==> src/shared/biu_pkg.sv <==
package biu_pkg;
  // ------------------------------------------------------------
  // Sizes
  // ------------------------------------------------------------
  localparam int LEVELS = 8;           // Maskable controller levels
  localparam int SOURCES = 26;         // Selectable request sources
  localparam int SEL_W = 5;            // Width of one source select
  localparam int BASE_W = 5;           // Vector base, 32-byte units
  localparam int RANK_W = 4;           // Rank, 8 means no level
  localparam logic [RANK_W-1:0] RANK_NONE = 4'h8;
  localparam logic [2:0] NESTED_LOWEST = 3'h7;  // Fixed order, 7 lowest
  // ------------------------------------------------------------
  // Source index map inside the routed source vector
  // ------------------------------------------------------------
  localparam int SRC_PPI_IN_FULL = 0;
  localparam int SRC_PPI_OUT_EMPTY = 1;
  localparam int SRC_TIMER = 2;        // Three timer outputs, 2..4
  localparam int SRC_SYSBUS = 5;       // Eight bus lines, 5..12
  localparam int SRC_FAILSAFE = 13;
  localparam int SRC_EXPANSION = 14;   // Six module lines, 14..19
  localparam int SRC_EOC = 20;
  localparam int SRC_POWER_FAIL = 21;
  localparam int SRC_LINE_CLOCK = 22;
  localparam int SRC_PERIPH = 23;      // Three direct lines, 23..25
  // ------------------------------------------------------------
  // Reset values
  // ------------------------------------------------------------
  localparam logic [7:0] RST_BYTE = 8'h00;
  localparam logic [2:0] RST_LOW = 3'h7;
  // ------------------------------------------------------------
  // Priority modes
  // ------------------------------------------------------------
  typedef enum logic [1:0] {
    BIU_NESTED = 2'h0,
    BIU_ROTATE = 2'h1,
    BIU_SPECIFIC = 2'h3,
    BIU_POLLED = 2'h2
  } biu_mode_type;
endpackage
==> src/core/biu_core.sv <==
`timescale 1ns/1ns
// How it works
// RULE_01: One NMI level above eight vectored levels
// RULE_02: NMI ignores mask and mode entirely
// RULE_03: Processor vectors NMI through fixed location
// RULE_04: Eight maskable levels get vectored identifiers
// RULE_05: Nested mode: line 0 highest, 7 lowest
// RULE_06: Rotating mode: serviced level becomes lowest
// RULE_07: Specific mode: software names lowest level
// RULE_08: Polled mode: status byte instead of interrupt
// RULE_09: Mode and priorities change live, no reset
// RULE_10: Interrupt only when winner outranks in-service
// RULE_11: Mask byte masks levels, one bit each
// RULE_12: Level vectors spaced four bytes apart
// RULE_13: Table is 32 bytes within low 1K
// RULE_14: Processor fetches identifier, then calls indirect
// RULE_15: Software avoids first 32 vector locations
// RULE_16: Twenty-six sources routed onto controller inputs
// RULE_17: Parallel port input-full and output-empty requests
// RULE_18: Each timer output selectable as source
// RULE_19: Eight system-bus request lines accepted
// RULE_20: Fail-safe, expansion, conversion, power, line clock
// RULE_21: Power fail qualified by mains-low warning
// RULE_22: Each level edge- or level-sensitive
// RULE_23: Processor multiplies identifier by four
// RULE_24: In-service holds until end of interrupt
module biu_core (
  input wire logic core_clk_in,                  // Processor clock
  input wire logic rst_in,                       // Async reset, high
  input wire logic ppi_in_full_in,               // Port input buffer full
  input wire logic ppi_out_empty_in,             // Port output emptied
  input wire logic [2:0] timer_out_in,           // Interval timer outputs
  input wire logic [7:0] sysbus_req_in,          // System bus requests
  input wire logic failsafe_in,                  // Fail-safe timer
  input wire logic [5:0] expansion_req_in,       // Expansion connectors
  input wire logic eoc_in,                       // End of conversion
  input wire logic power_fail_input_in,          // Power-fail pin
  input wire logic mains_low_warning_in,         // Supply mains-low
  input wire logic line_clock_in,                // Power line clock
  input wire logic [2:0] periph_req_in,          // Direct peripheral lines
  input wire logic [8*biu_pkg::SEL_W-1:0] route_sel_in, // Jumpers
  input wire biu_pkg::biu_mode_type mode_in,     // Priority mode
  input wire logic [7:0] mask_in,                // Mask byte
  input wire logic [2:0] lowest_in,              // Specific lowest level
  input wire logic [7:0] level_trig_in,          // 1 level, 0 edge
  input wire logic [biu_pkg::BASE_W-1:0] vector_base_in, // Table base
  input wire logic ack_in,                       // Acknowledge pulse
  input wire logic eoi_in,                       // End of interrupt pulse
  output logic nmi_out,                          // Non-maskable request
  output logic int_out,                          // Vectored request
  output logic [7:0] id_out,                     // Identifier byte
  output logic id_valid_out,                     // Identifier valid pulse
  output logic [7:0] poll_status_out,            // Polled status byte
  output logic [7:0] in_service_out              // In-service bits
);
  import biu_pkg::*;

  // ------------------------------------------------------------
  // Declarations
  // ------------------------------------------------------------
  localparam int RAW_W = SOURCES + 1;  // Sources plus mains-low
  logic [RAW_W-1:0] raw;               // Pins before sync
  logic [RAW_W-1:0] sync1;             // First sync stage
  logic [RAW_W-1:0] sync2;             // Second sync stage
  logic [SOURCES-1:0] src;             // Synced sources
  logic mains_low;                     // Synced mains-low
  logic [7:0] lvl_in;                  // Routed level inputs
  logic [7:0] lvl_prev;                // Previous routed inputs
  logic [7:0] irr;                     // Edge request latches
  logic [7:0] req;                     // Requests seen by resolver
  logic [7:0] req_eff;                 // Requests after mask
  logic [7:0] isr;                     // In-service bits
  logic [2:0] rot_low;                 // Rotating lowest level
  logic [2:0] low;                     // Active lowest level
  logic [2:0] win_lvl;                 // Highest pending level
  logic win_any;                       // Any pending level
  logic [RANK_W-1:0] win_rank;         // Rank of winner
  logic [2:0] top_isr;                 // Highest in-service level
  logic [RANK_W-1:0] isr_rank;         // Rank of top in-service
  logic outranks;                      // Winner beats in-service
  logic polled;                        // Polled mode selected
  logic take;                          // Acknowledge taken
  logic nmi_cond;                      // Qualified power fail
  logic [7:0] win_bit;                 // One-hot winner
  logic [7:0] top_bit;                 // One-hot top in-service
  logic [7:0] next_isr;                // Next in-service bits

  // ------------------------------------------------------------
  // Input synchronisers
  // ------------------------------------------------------------
  // Gather all source pins and mains-low into one vector
  assign raw = {mains_low_warning_in, periph_req_in, line_clock_in,
                power_fail_input_in, eoc_in, expansion_req_in,
                failsafe_in, sysbus_req_in, timer_out_in,
                ppi_out_empty_in, ppi_in_full_in}; // RULE_16 RULE_17
                                                   // RULE_18 RULE_19
                                                   // RULE_20

  // Two flops before any logic reads a source or mains-low pin
  always_ff @(posedge core_clk_in or posedge rst_in) begin
    if (rst_in) begin
      sync1 <= '0;
      sync2 <= '0;
    end else begin
      sync1 <= raw;
      sync2 <= sync1;
    end
  end

  assign src = sync2[SOURCES-1:0];
  assign mains_low = sync2[SOURCES];

  // ------------------------------------------------------------
  // Source routing and request latching, one slice per level
  // ------------------------------------------------------------
  genvar g;
  generate
    for (g = 0; g < LEVELS; g++) begin : g_lvl
      logic [SEL_W-1:0] sel;           // Source select for this level
      assign sel = route_sel_in[g*SEL_W +: SEL_W];
      // Select past the last source leaves the level idle
      assign lvl_in[g] = (int'(sel) < SOURCES) ? src[sel] : 1'b0; // RULE_16

      // Edge latch; a new edge wins over the acknowledge clear
      always_ff @(posedge core_clk_in or posedge rst_in) begin
        if (rst_in) begin
          irr[g] <= 1'b0;
        end else if (lvl_in[g] && !lvl_prev[g]) begin
          irr[g] <= 1'b1;                // RULE_22
        end else if (take && win_bit[g]) begin
          irr[g] <= 1'b0;
        end
      end

      // Level inputs follow the wire, edge inputs the latch
      assign req[g] = level_trig_in[g] ? lvl_in[g] : irr[g]; // RULE_22
      assign win_bit[g] = (win_lvl == 3'(g));
      assign top_bit[g] = (top_isr == 3'(g));
    end
  endgenerate

  // Remember last routed levels for edge detection
  always_ff @(posedge core_clk_in or posedge rst_in) begin
    if (rst_in) begin
      lvl_prev <= RST_BYTE;
    end else begin
      lvl_prev <= lvl_in;
    end
  end

  // ------------------------------------------------------------
  // Priority resolution
  // ------------------------------------------------------------
  // Mask applies to maskable levels only
  assign req_eff = req & ~mask_in;   // RULE_11

  // Lowest level chosen live from the current mode
  assign low = (mode_in == BIU_ROTATE) ? rot_low :
               (mode_in == BIU_SPECIFIC) ? lowest_in :
               NESTED_LOWEST;        // RULE_05 RULE_07 RULE_09
  assign polled = (mode_in == BIU_POLLED); // RULE_08

  // Scan from the level just above the lowest one
  always_comb begin
    logic [2:0] lv;
    lv = 3'h0;
    win_lvl = 3'h0;
    win_any = 1'b0;
    win_rank = RANK_NONE;
    top_isr = 3'h0;
    isr_rank = RANK_NONE;
    for (int k = LEVELS - 1; k >= 0; k--) begin
      lv = low + 3'(k + 1);
      if (req_eff[lv]) begin          // RULE_04
        win_lvl = lv;
        win_any = 1'b1;
        win_rank = RANK_W'(k);
      end
      if (isr[lv]) begin
        top_isr = lv;
        isr_rank = RANK_W'(k);
      end
    end
  end

  // Only a strictly higher rank than in service may interrupt
  assign outranks = win_any && (win_rank < isr_rank); // RULE_10
  assign take = ack_in && outranks;
  assign nmi_cond = src[SRC_POWER_FAIL] && mains_low; // RULE_21

  // In-service set on acknowledge, cleared only by end of interrupt
  assign next_isr = (eoi_in ? (isr & ~top_bit) : isr) |
                    (take ? win_bit : RST_BYTE); // RULE_24

  // ------------------------------------------------------------
  // State and rotation
  // ------------------------------------------------------------
  // In-service bits and rotation pointer
  always_ff @(posedge core_clk_in or posedge rst_in) begin
    if (rst_in) begin
      isr <= RST_BYTE;
      rot_low <= RST_LOW;
    end else begin
      isr <= next_isr;               // RULE_24
      if (eoi_in && (isr != RST_BYTE)) begin
        rot_low <= top_isr;          // RULE_06
      end
    end
  end

  // ------------------------------------------------------------
  // Registered outputs
  // ------------------------------------------------------------
  // NMI bypasses mask and mode
  always_ff @(posedge core_clk_in or posedge rst_in) begin
    if (rst_in) begin
      nmi_out <= 1'b0;
    end else begin
      nmi_out <= nmi_cond;           // RULE_01 RULE_02 RULE_03
    end
  end

  // Interrupt line, identifier and status
  always_ff @(posedge core_clk_in or posedge rst_in) begin
    if (rst_in) begin
      int_out <= 1'b0;
      id_out <= RST_BYTE;
      id_valid_out <= 1'b0;
      poll_status_out <= RST_BYTE;
      in_service_out <= RST_BYTE;
    end else begin
      int_out <= outranks && !polled && !take; // RULE_08 RULE_10
      id_valid_out <= take;
      if (take) begin
        id_out <= {vector_base_in, win_lvl}; // RULE_12 RULE_13 RULE_23
      end
      poll_status_out <= {outranks, 4'h0, win_lvl}; // RULE_08
      in_service_out <= next_isr;
    end
  end

  // ------------------------------------------------------------
  // Checks
  // ------------------------------------------------------------
  a_nmi_unmasked: assert property (@(posedge core_clk_in) // RULE_02
    disable iff (rst_in) nmi_cond |=> nmi_out)
    else $error("NMI did not follow qualified power fail");

  a_nmi_needs_low: assert property (@(posedge core_clk_in) // RULE_21
    disable iff (rst_in) nmi_out |-> $past(mains_low))
    else $error("NMI raised without mains-low");

  a_mask_blocks: assert property (@(posedge core_clk_in) // RULE_11
    disable iff (rst_in) ($past(mask_in) == 8'hFF) |-> !int_out)
    else $error("Interrupt raised with all levels masked");

  a_poll_quiet: assert property (@(posedge core_clk_in) // RULE_08
    disable iff (rst_in) $past(polled) |-> !int_out)
    else $error("Interrupt raised in polled mode");

  a_nested_order: assert property (@(posedge core_clk_in) // RULE_05
    disable iff (rst_in)
    (mode_in == BIU_NESTED && req_eff[0]) |-> win_lvl == 3'h0)
    else $error("Line 0 not highest in nested mode");

  a_specific_top: assert property (@(posedge core_clk_in) // RULE_07
    disable iff (rst_in)
    (mode_in == BIU_SPECIFIC && req_eff[3'(lowest_in + 3'h1)])
    |-> win_lvl == 3'(lowest_in + 3'h1))
    else $error("Level above named lowest not highest");

  a_rotate_low: assert property (@(posedge core_clk_in) // RULE_06
    disable iff (rst_in)
    (eoi_in && isr != 8'h00) |=> rot_low == $past(top_isr))
    else $error("Serviced level did not become lowest");

  // Needs a pending unmasked level and a free top rank
  a_outrank_only: assert property (@(posedge core_clk_in) // RULE_10
    disable iff (rst_in)
    int_out |-> ($past(req_eff) != 8'h00) && ($past(isr_rank) != 4'h0))
    else $error("Interrupt without outranking request");

  a_isr_holds: assert property (@(posedge core_clk_in) // RULE_24
    disable iff (rst_in)
    !eoi_in |=> (isr & $past(isr)) == $past(isr))
    else $error("In-service bit dropped without end of interrupt");

  a_id_vector: assert property (@(posedge core_clk_in) // RULE_12
    disable iff (rst_in) take |=> id_valid_out &&
    id_out == {$past(vector_base_in), $past(win_lvl)})
    else $error("Identifier does not match base and level");

  c_nmi: cover property (@(posedge core_clk_in) disable iff (rst_in)
    nmi_out);
  c_ack: cover property (@(posedge core_clk_in) disable iff (rst_in)
    int_out ##[1:4] id_valid_out);
  c_nest: cover property (@(posedge core_clk_in) disable iff (rst_in)
    take && isr != 8'h00);
  c_poll: cover property (@(posedge core_clk_in) disable iff (rst_in)
    polled && poll_status_out[7]);
endmodule // biu_core

==> config.mk <==
export PLATFORM = sky130hd
export DESIGN_NAME = biu_core
export DESIGN_NICKNAME = d
export VERILOG_FILES = /design/src/shared/biu_pkg.sv /design/src/core/biu_core.sv
export SDC_FILE = /design/constraint.sdc
export NUM_CORES = 1
export LEC_CHECK = 0
export BUFFER_PORTS_ARGS = -buffer_cell sky130_fd_sc_hd__buf_2
export CAP_MARGIN = 20
export CELL_PAD_IN_SITES_DETAIL_PLACEMENT = 0
export CELL_PAD_IN_SITES_GLOBAL_PLACEMENT = 1
export CORE_MARGIN = 2
export CORE_UTILIZATION = 49
export CTS_BUF_LIST = sky130_fd_sc_hd__clkbuf_2 sky130_fd_sc_hd__clkbuf_4 sky130_fd_sc_hd__clkbuf_8
export DETAILED_ROUTE_END_ITERATION = 10
export PLACE_DENSITY_LB_ADDON = 0.15
export SETUP_SLACK_MARGIN = 0.02
export SLEW_MARGIN = 20
export SYNTH_ARGS = -nofsm -noshare
export SYNTH_HDL_FRONTEND = slang
export SYNTH_SLANG_ARGS = --single-unit
==> constraint.sdc <==
create_clock -name core_clk_in -period 9.04 [get_ports core_clk_in]
set_input_delay 0.452 -clock core_clk_in [delete_from_list [all_inputs] [get_ports core_clk_in]]
set_output_delay 0.452 -clock core_clk_in [all_outputs]
set_load 0.05 [all_outputs]
# Word-level counts from Yosys, hierarchy flattened
# Index checks and enable logic that the tools add are counted.
dict set report totals {
  reg_bits 96
  output_inout_bits 27
  word_cells 239
}
dict set report op_classes {
  addsub 7
  magnitude_cmp 25
  n_eq_ne 17
  muxes 124
  n_bitwise 5
  reduce_logical 43
}
# op n
set op_table {}
lappend op_table {{$mux W1} 64}
lappend op_table {{$mux W4} 16}
lappend op_table {{$mux W3} 18}
lappend op_table {{$bmux W1 S3} 16}
lappend op_table {{$lt A5 B6 Y1 const B} 8}
lappend op_table {{$bmux W1 S5} 8}
lappend op_table {{$lt A5 B5 Y1 const B} 8}
lappend op_table {{$lt A3 B4 Y1 const B} 8}
lappend op_table {{$eq A3 B3 Y1 const B} 8}
lappend op_table {{$logic_and A1 B1 Y1} 22}
lappend op_table {{$and A8 B8 Y8} 2}
lappend op_table {{$mux W8} 2}
lappend op_table {{$not A8 Y8} 2}
lappend op_table {{$reduce_bool A2 Y1} 8}
lappend op_table {{$add A3 B3 Y3 const B} 4}
lappend op_table {{$eq A3 B2 Y1 const B} 4}
lappend op_table {{$logic_not A1 Y1} 10}
lappend op_table {{$or A8 B8 Y8} 1}
lappend op_table {{$reduce_bool A8 Y1} 1}
lappend op_table {{$add A3 B2 Y3 const B} 2}
lappend op_table {{$eq A3 B1 Y1 const B} 2}
lappend op_table {{$logic_not A3 Y1} 2}
lappend op_table {{$eq A2 B2 Y1 const B} 2}
lappend op_table {{$lt A4 B4 Y1} 1}
lappend op_table {{other kinds (2)} 2}

# Logic depth before layout (Yosys ltp)
dict set report depth {
  word_depth 21
  ltp_mapped 22
  mapped_depth_nobuf 18
}

# Least setup slack after synthesis
# Ideal clock, no wire load.
dict set report synth_timing {
  path_kind {in2reg}
  from {input port mode_in[1]}
  to {register irr[6]}
  setup_time_ns 0.129
  arrival_ns 5.020
  path_slack_ns 3.891
  path_stages 21
  n_path_buf 5
  cell_sequence {buf_2 -> mux2i_1 -> nand2_1 -> clkbuf_1 -> clkbuf_1 -> clkbuf_1 -> ha_1 -> inv_1 -> clkbuf_1 -> o221ai_1 -> o21a_1 -> mux2_4 -> nor2_1 -> nand4_1 -> inv_1 -> ha_1 -> a21oi_1 -> nand2_1 -> a2111oi_4 -> nand3_2 -> o41a_1}
}
dict set report synth_via {
  elab_chain_len 18
  word_cells_on_any_way 81
}
# item line
set synth_rtl {}
lappend synth_rtl {{start: declaration} biu_core.sv:42} ;# input wire biu_pkg::biu_mode_type mode_in,
lappend synth_rtl {{$eq A2 B2 Y1} biu_core.sv:159} ;# (mode_in == BIU_SPECIFIC) ? lowest_in :
lappend synth_rtl {{$mux W3} biu_core.sv:159}
lappend synth_rtl {{$mux W3 (*)} biu_core.sv:158} ;# assign low = (mode_in == BIU_ROTATE) ? rot_low :
lappend synth_rtl {{$add A3 B3 Y3, or another cell as far along} biu_core.sv:173} ;# lv = low + 3'(k + 1);
lappend synth_rtl {{$bmux W1 S3, or another cell as far along} biu_core.sv:174} ;# if (req_eff[lv]) begin
lappend synth_rtl {{$mux W1 (implied by the code), or another cell as far along} biu_core.sv:174}
lappend synth_rtl {{$mux W4 (on tied branches) (7 in series)} {biu_core.sv:174, biu_core.sv:179}}
lappend synth_rtl {{$lt A4 B4 Y1} biu_core.sv:187} ;# assign outranks = win_any && (win_rank < isr_rank);
lappend synth_rtl {{$logic_and A1 B1 Y1} biu_core.sv:187}
lappend synth_rtl {{$logic_and A1 B1 Y1} biu_core.sv:188} ;# assign take = ack_in && outranks;
lappend synth_rtl {{$logic_and A1 B1 Y1 (*)} biu_core.sv:130} ;# end else if (take && win_bit[g]) begin
lappend synth_rtl {{$reduce_bool A2 Y1 (no source line) (*)} --}
lappend synth_rtl {{end signal: indexed assignment} biu_core.sv:127} ;# irr[g] <= 1'b0;
lappend synth_rtl {{end signal: indexed assignment} biu_core.sv:129} ;# irr[g] <= 1'b1;
lappend synth_rtl {{end signal: indexed assignment} biu_core.sv:131} ;# irr[g] <= 1'b0;
lappend synth_rtl {{end: declaration} biu_core.sv:69} ;# logic [7:0] irr;
# Mark *: on every way between the ends. The rest lies on a longest branch, timed or not. The select of a mux whose other input is x is not followed.
# A chain may end at the register's enable or synchronous reset.

# Worst setup path in the final report
dict set report layout_timing {
  from {register rot_low[0]}
  to {register irr[2]}
}
dict set report layout_via {
  elab_chain_len 16
  word_cells_on_any_way 78
}
# item line
set layout_rtl {}
lappend layout_rtl {{start: declaration} biu_core.sv:73} ;# logic [2:0] rot_low;
lappend layout_rtl {{start signal: assignment} biu_core.sv:206} ;# rot_low <= top_isr;
lappend layout_rtl {{$mux W3 (*)} biu_core.sv:158}
lappend layout_rtl {{$add A3 B3 Y3, or another cell as far along} biu_core.sv:173}
lappend layout_rtl {{$bmux W1 S3, or another cell as far along} biu_core.sv:174}
lappend layout_rtl {{$mux W1 (implied by the code), or another cell as far along} biu_core.sv:174}
lappend layout_rtl {{$mux W4 (on tied branches) (7 in series)} {biu_core.sv:174, biu_core.sv:179}}
lappend layout_rtl {{$lt A4 B4 Y1} biu_core.sv:187}
lappend layout_rtl {{$logic_and A1 B1 Y1} biu_core.sv:187}
lappend layout_rtl {{$logic_and A1 B1 Y1} biu_core.sv:188}
lappend layout_rtl {{$logic_and A1 B1 Y1 (*)} biu_core.sv:130}
lappend layout_rtl {{$reduce_bool A2 Y1 (no source line) (*)} --}
# Marked as above.

==> results.toml <==
[route]
drt_iter0_markers = 956
firstDrtPassIters = 9
via_per_inst = 6.71
wl_per_cell_um = 22.8
drcViolationCount = 0
wirelength_mm = 23.1
dr_total_vias = 6787
ant_nets = 0

[global_routing]
antenna_found_initial = 1
overflow = 0
grt_pass1_wl_mm = 36.4
track_usage_pct = 29.1
grt_start_max_net_pins = 81
grt_pass1_vias = 6522

[layout]
num-nets-final = 925
drive_above_1_share_pct = 26.6
syn2layout_area_growth_pct = 12.2
mostFrequentLayoutCells = "buf_2 (119), dfrtp_1 (93), mux2i_1 (74)"
fin_util_pct = 56.1
layout_commonest_cell = "buf_2"
diodes = 0

[sta]
hold_viol = 0
max_slew.worst_pin.slew_ns = 1.02
skew_ns = 0.0165
period_share_pct = 66.0
rsz0062_at_grt = "no"
fmax_ghz = 0.168
maxSlewHeadroom_pct = 31.3
slew_violations = 0
final.setup.tns_ns = 0
final-setup-viol-count = 0
period_needed_ns = 5.97

[cts]
htreeDepth = 3
clk_pin_slew_ns = 0.11
worstSkewPairLatency_ns = 0.37
post-cts-setup-buffers = 0
root_buffer = "clkbuf_8"
cts_resized = 0
clock_path_buffers = 2
cts_tree = "built"
numCtsBuffers = 9
cts.sinks = 96

[critical_path]
crit_required_ns = 9.29
cp_max_fo = 24
arrival_ns = 6.21
end_kind = "register"
crit_type = "reg2reg"
crit_path_start_kind = "register"

[pwr]
peakVddDrop_mv = 0.295
p_switching_uw = 1190
seqPwrFrac_pct = 26.1
clockPowerShare_pct = 12.3
p_leak_uw = 0.00355
swShare_pct = 51.6
cellPowerDensity_mw_per_mm2 = 283
power_frac_comb_pct = 61.6
p_int_uw = 1120

[logic_synthesis]
synth-adder-area-share_pct = 0.861
yosysSeqAreaShare_pct = 33.1
ys_warn_count = 0
synth_compound_area_share_pct = 21.6
synth_flop_cell = "dfrtp_1"
synthCells = 718
ys_ff_latch = 96
synth-simple-area-share_pct = 16.2
async_reset_ff_share_pct = 100
synth_cell_types = 92
mappedNetlistArea_mm2 = 0.00726
synth-edff-count = 0
synth_area_per_cell_um2 = 10.1
synth-xor-area-share_pct = 0.362
muxShareOfSynthArea_pct = 23.4
synth_top_family_by_area = "multiplexers"

[floorplan]
chipHeight_um = 126
initial_core_util_pct = 50.0
ios = 124
die_w_um = 126
core_mm2 = 0.0145
rows = 44
die-area_mm2 = 0.0158

[hold_path]
hp-class = "in2reg"

[placed_design]
finalWeightedCongestion = 0.911
port_buffers = 119
dpl.hpwl_mm = 17.4

[status]
status = "finished clean"

[job]
cap_violations = 0
[cell families (layout without fill, tap and decap cells)]
logic type / Yosys count / in the layout
adders and majority gates: 5 / 5
DFF: 96 / 96
and+or+nand+nor: 229 / 229
buffers and inverters: 64 / 171
xor gates and xnor gates: 3 / 3
other: 1 / 4
muxes: 124 / 124
AOI/OAI and AO/OA: 196 / 196
[through the flow]
| step | setup slack (ns) | instances | power, µW | hold WS (ns) | instance area, µm² |
|---|---|---|---|---|---|
| 2_1_floorplan | 3.89 | 721 | 1630 | 0.331 | 7270 |
| 3_3_place_gp | 2.95 | 995 | 2000 | 0.332 | 7930 |
| 3_5_place_dp | 2.77 | 995 | 2000 | 0.335 | 7930 |
| 4_1_cts | 3.06 | 1012 | 2300 | 0.161 | 8150 |
| 5_1_grt | 2.44 | 1012 | 2460 | 0.158 | 8150 |
| 6_report | 3.07 | 1012 | 2310 | 0.177 | 8150 |
[Yosys cell counts (all sizes together) (4+ instances only)]
master	n	area [µm²]
nand2b	5	31.3
buf	19	146
mux2	15	173
o21a	4	30.0
o32a	4	40.0
or3	4	25.0
nand3	32	170
clkbuf	14	52.6
nor4	5	31.3
o221ai	10	111
nor3b	4	30.0
nand4	5	37.5
a2111oi	4	55.1
nand2	53	201
nor2	56	213
and2	14	90.1
dfrtp	93	2330
a22oi	7	62.6
mux2i	74	741
o211ai	7	57.6
and3	8	50.1
mux4	35	788
a21oi	24	120
nor2b	18	113
nand3b	5	37.5
nor3	10	50.1
o22ai	4	25.0
o21ai	22	110
ha	5	62.6
a31oi	10	62.6
inv	31	116
o2111ai	4	41.3
a22o	5	43.8
a21boi	7	52.6
a32oi	7	61.3
or2	4	25.0
o31ai	16	139
a221o	5	50.1
o32ai	5	43.8
a211oi	12	95.1
[layout make-up]
class / instances / area [µm²]
Timing Repair Buffer: 124 / 636
Fill cell: 1304 / 6380
Clock inverter: 7 / 82.6
Inverter: 31 / 119
Tap cell: 184 / 230
Sequential cell: 96 / 2410
Multi-Input combinational cell: 561 / 4550
Clock buffer: 9 / 124
[layer usage]
layer | wire length (µm) | part of all wire (%) | track usage (%)
met5 | 0 | 0 | 0
met4 | 665 | 2.9 | 9.24
met3 | 2250 | 9.8 | 4.29
met1 | 10100 | 44 | 43.3
met2 | 10000 | 43 | 44.0
[state kept, by name, indices dropped and copies added, names as in the netlist]
register	count
in_service_out	8
int_out	1
sync2	27
id_valid_out	1
sync1	27
rot_low	3
lvl_prev	8
nmi_out	1
poll_status_out	4
id_out	8
irr	8
[power by group through the flow]
stage               Sequential, µW  Combinational (µW)  Clock [µW]
global route                   609                1540         310
CTS                            598                1410         292
floorplan                      738                 895           0
global placement               602                1400           0
detailed placement             604                1400           0
finish                         603                1420         284
[critical path, cell delays in order, from the launching register on]
cell and delay (ns):
dfstp_2 0.39, mux2i_1 0.40, nand2_1 0.68, ha_1 0.90, inv_1 0.37, mux2_2 0.34, nor2_1 0.06, a21oi_1 0.53
nand2_1 0.10, nor3_1 0.22, nand2_1 0.09, ha_1 0.30, a21o_1 0.19, a21oi_1 0.17, nand2_1 0.13, a21oi_1 0.30
nand4b_4 0.22, o41a_1 0.45
[worst paths after layout]
kind,from,end,slack [ns],depth (start not counted)
setup reg to reg,rot_low[0],irr[2],3.07,17
setup / recovery,rot_low[0],irr[2],3.07,17
hold reg to reg,sync1[0],sync2[0],0.35,0
min in group asynchronous,rst_in,sync1[17],0.53,3
hold / removal,sysbus_req_in[0],sync1[5],0.18,1
max in group asynchronous,rst_in,in_service_out[5],7.28,4
[repair_timing]
item / 4_1_cts / 5_1_grt
hold endpoints to repair: 16 / 0
setup endpoints to repair: 0 / 0
hold buffers: 1 / 0
Note: power is estimated with default switching activity, not from simulation.
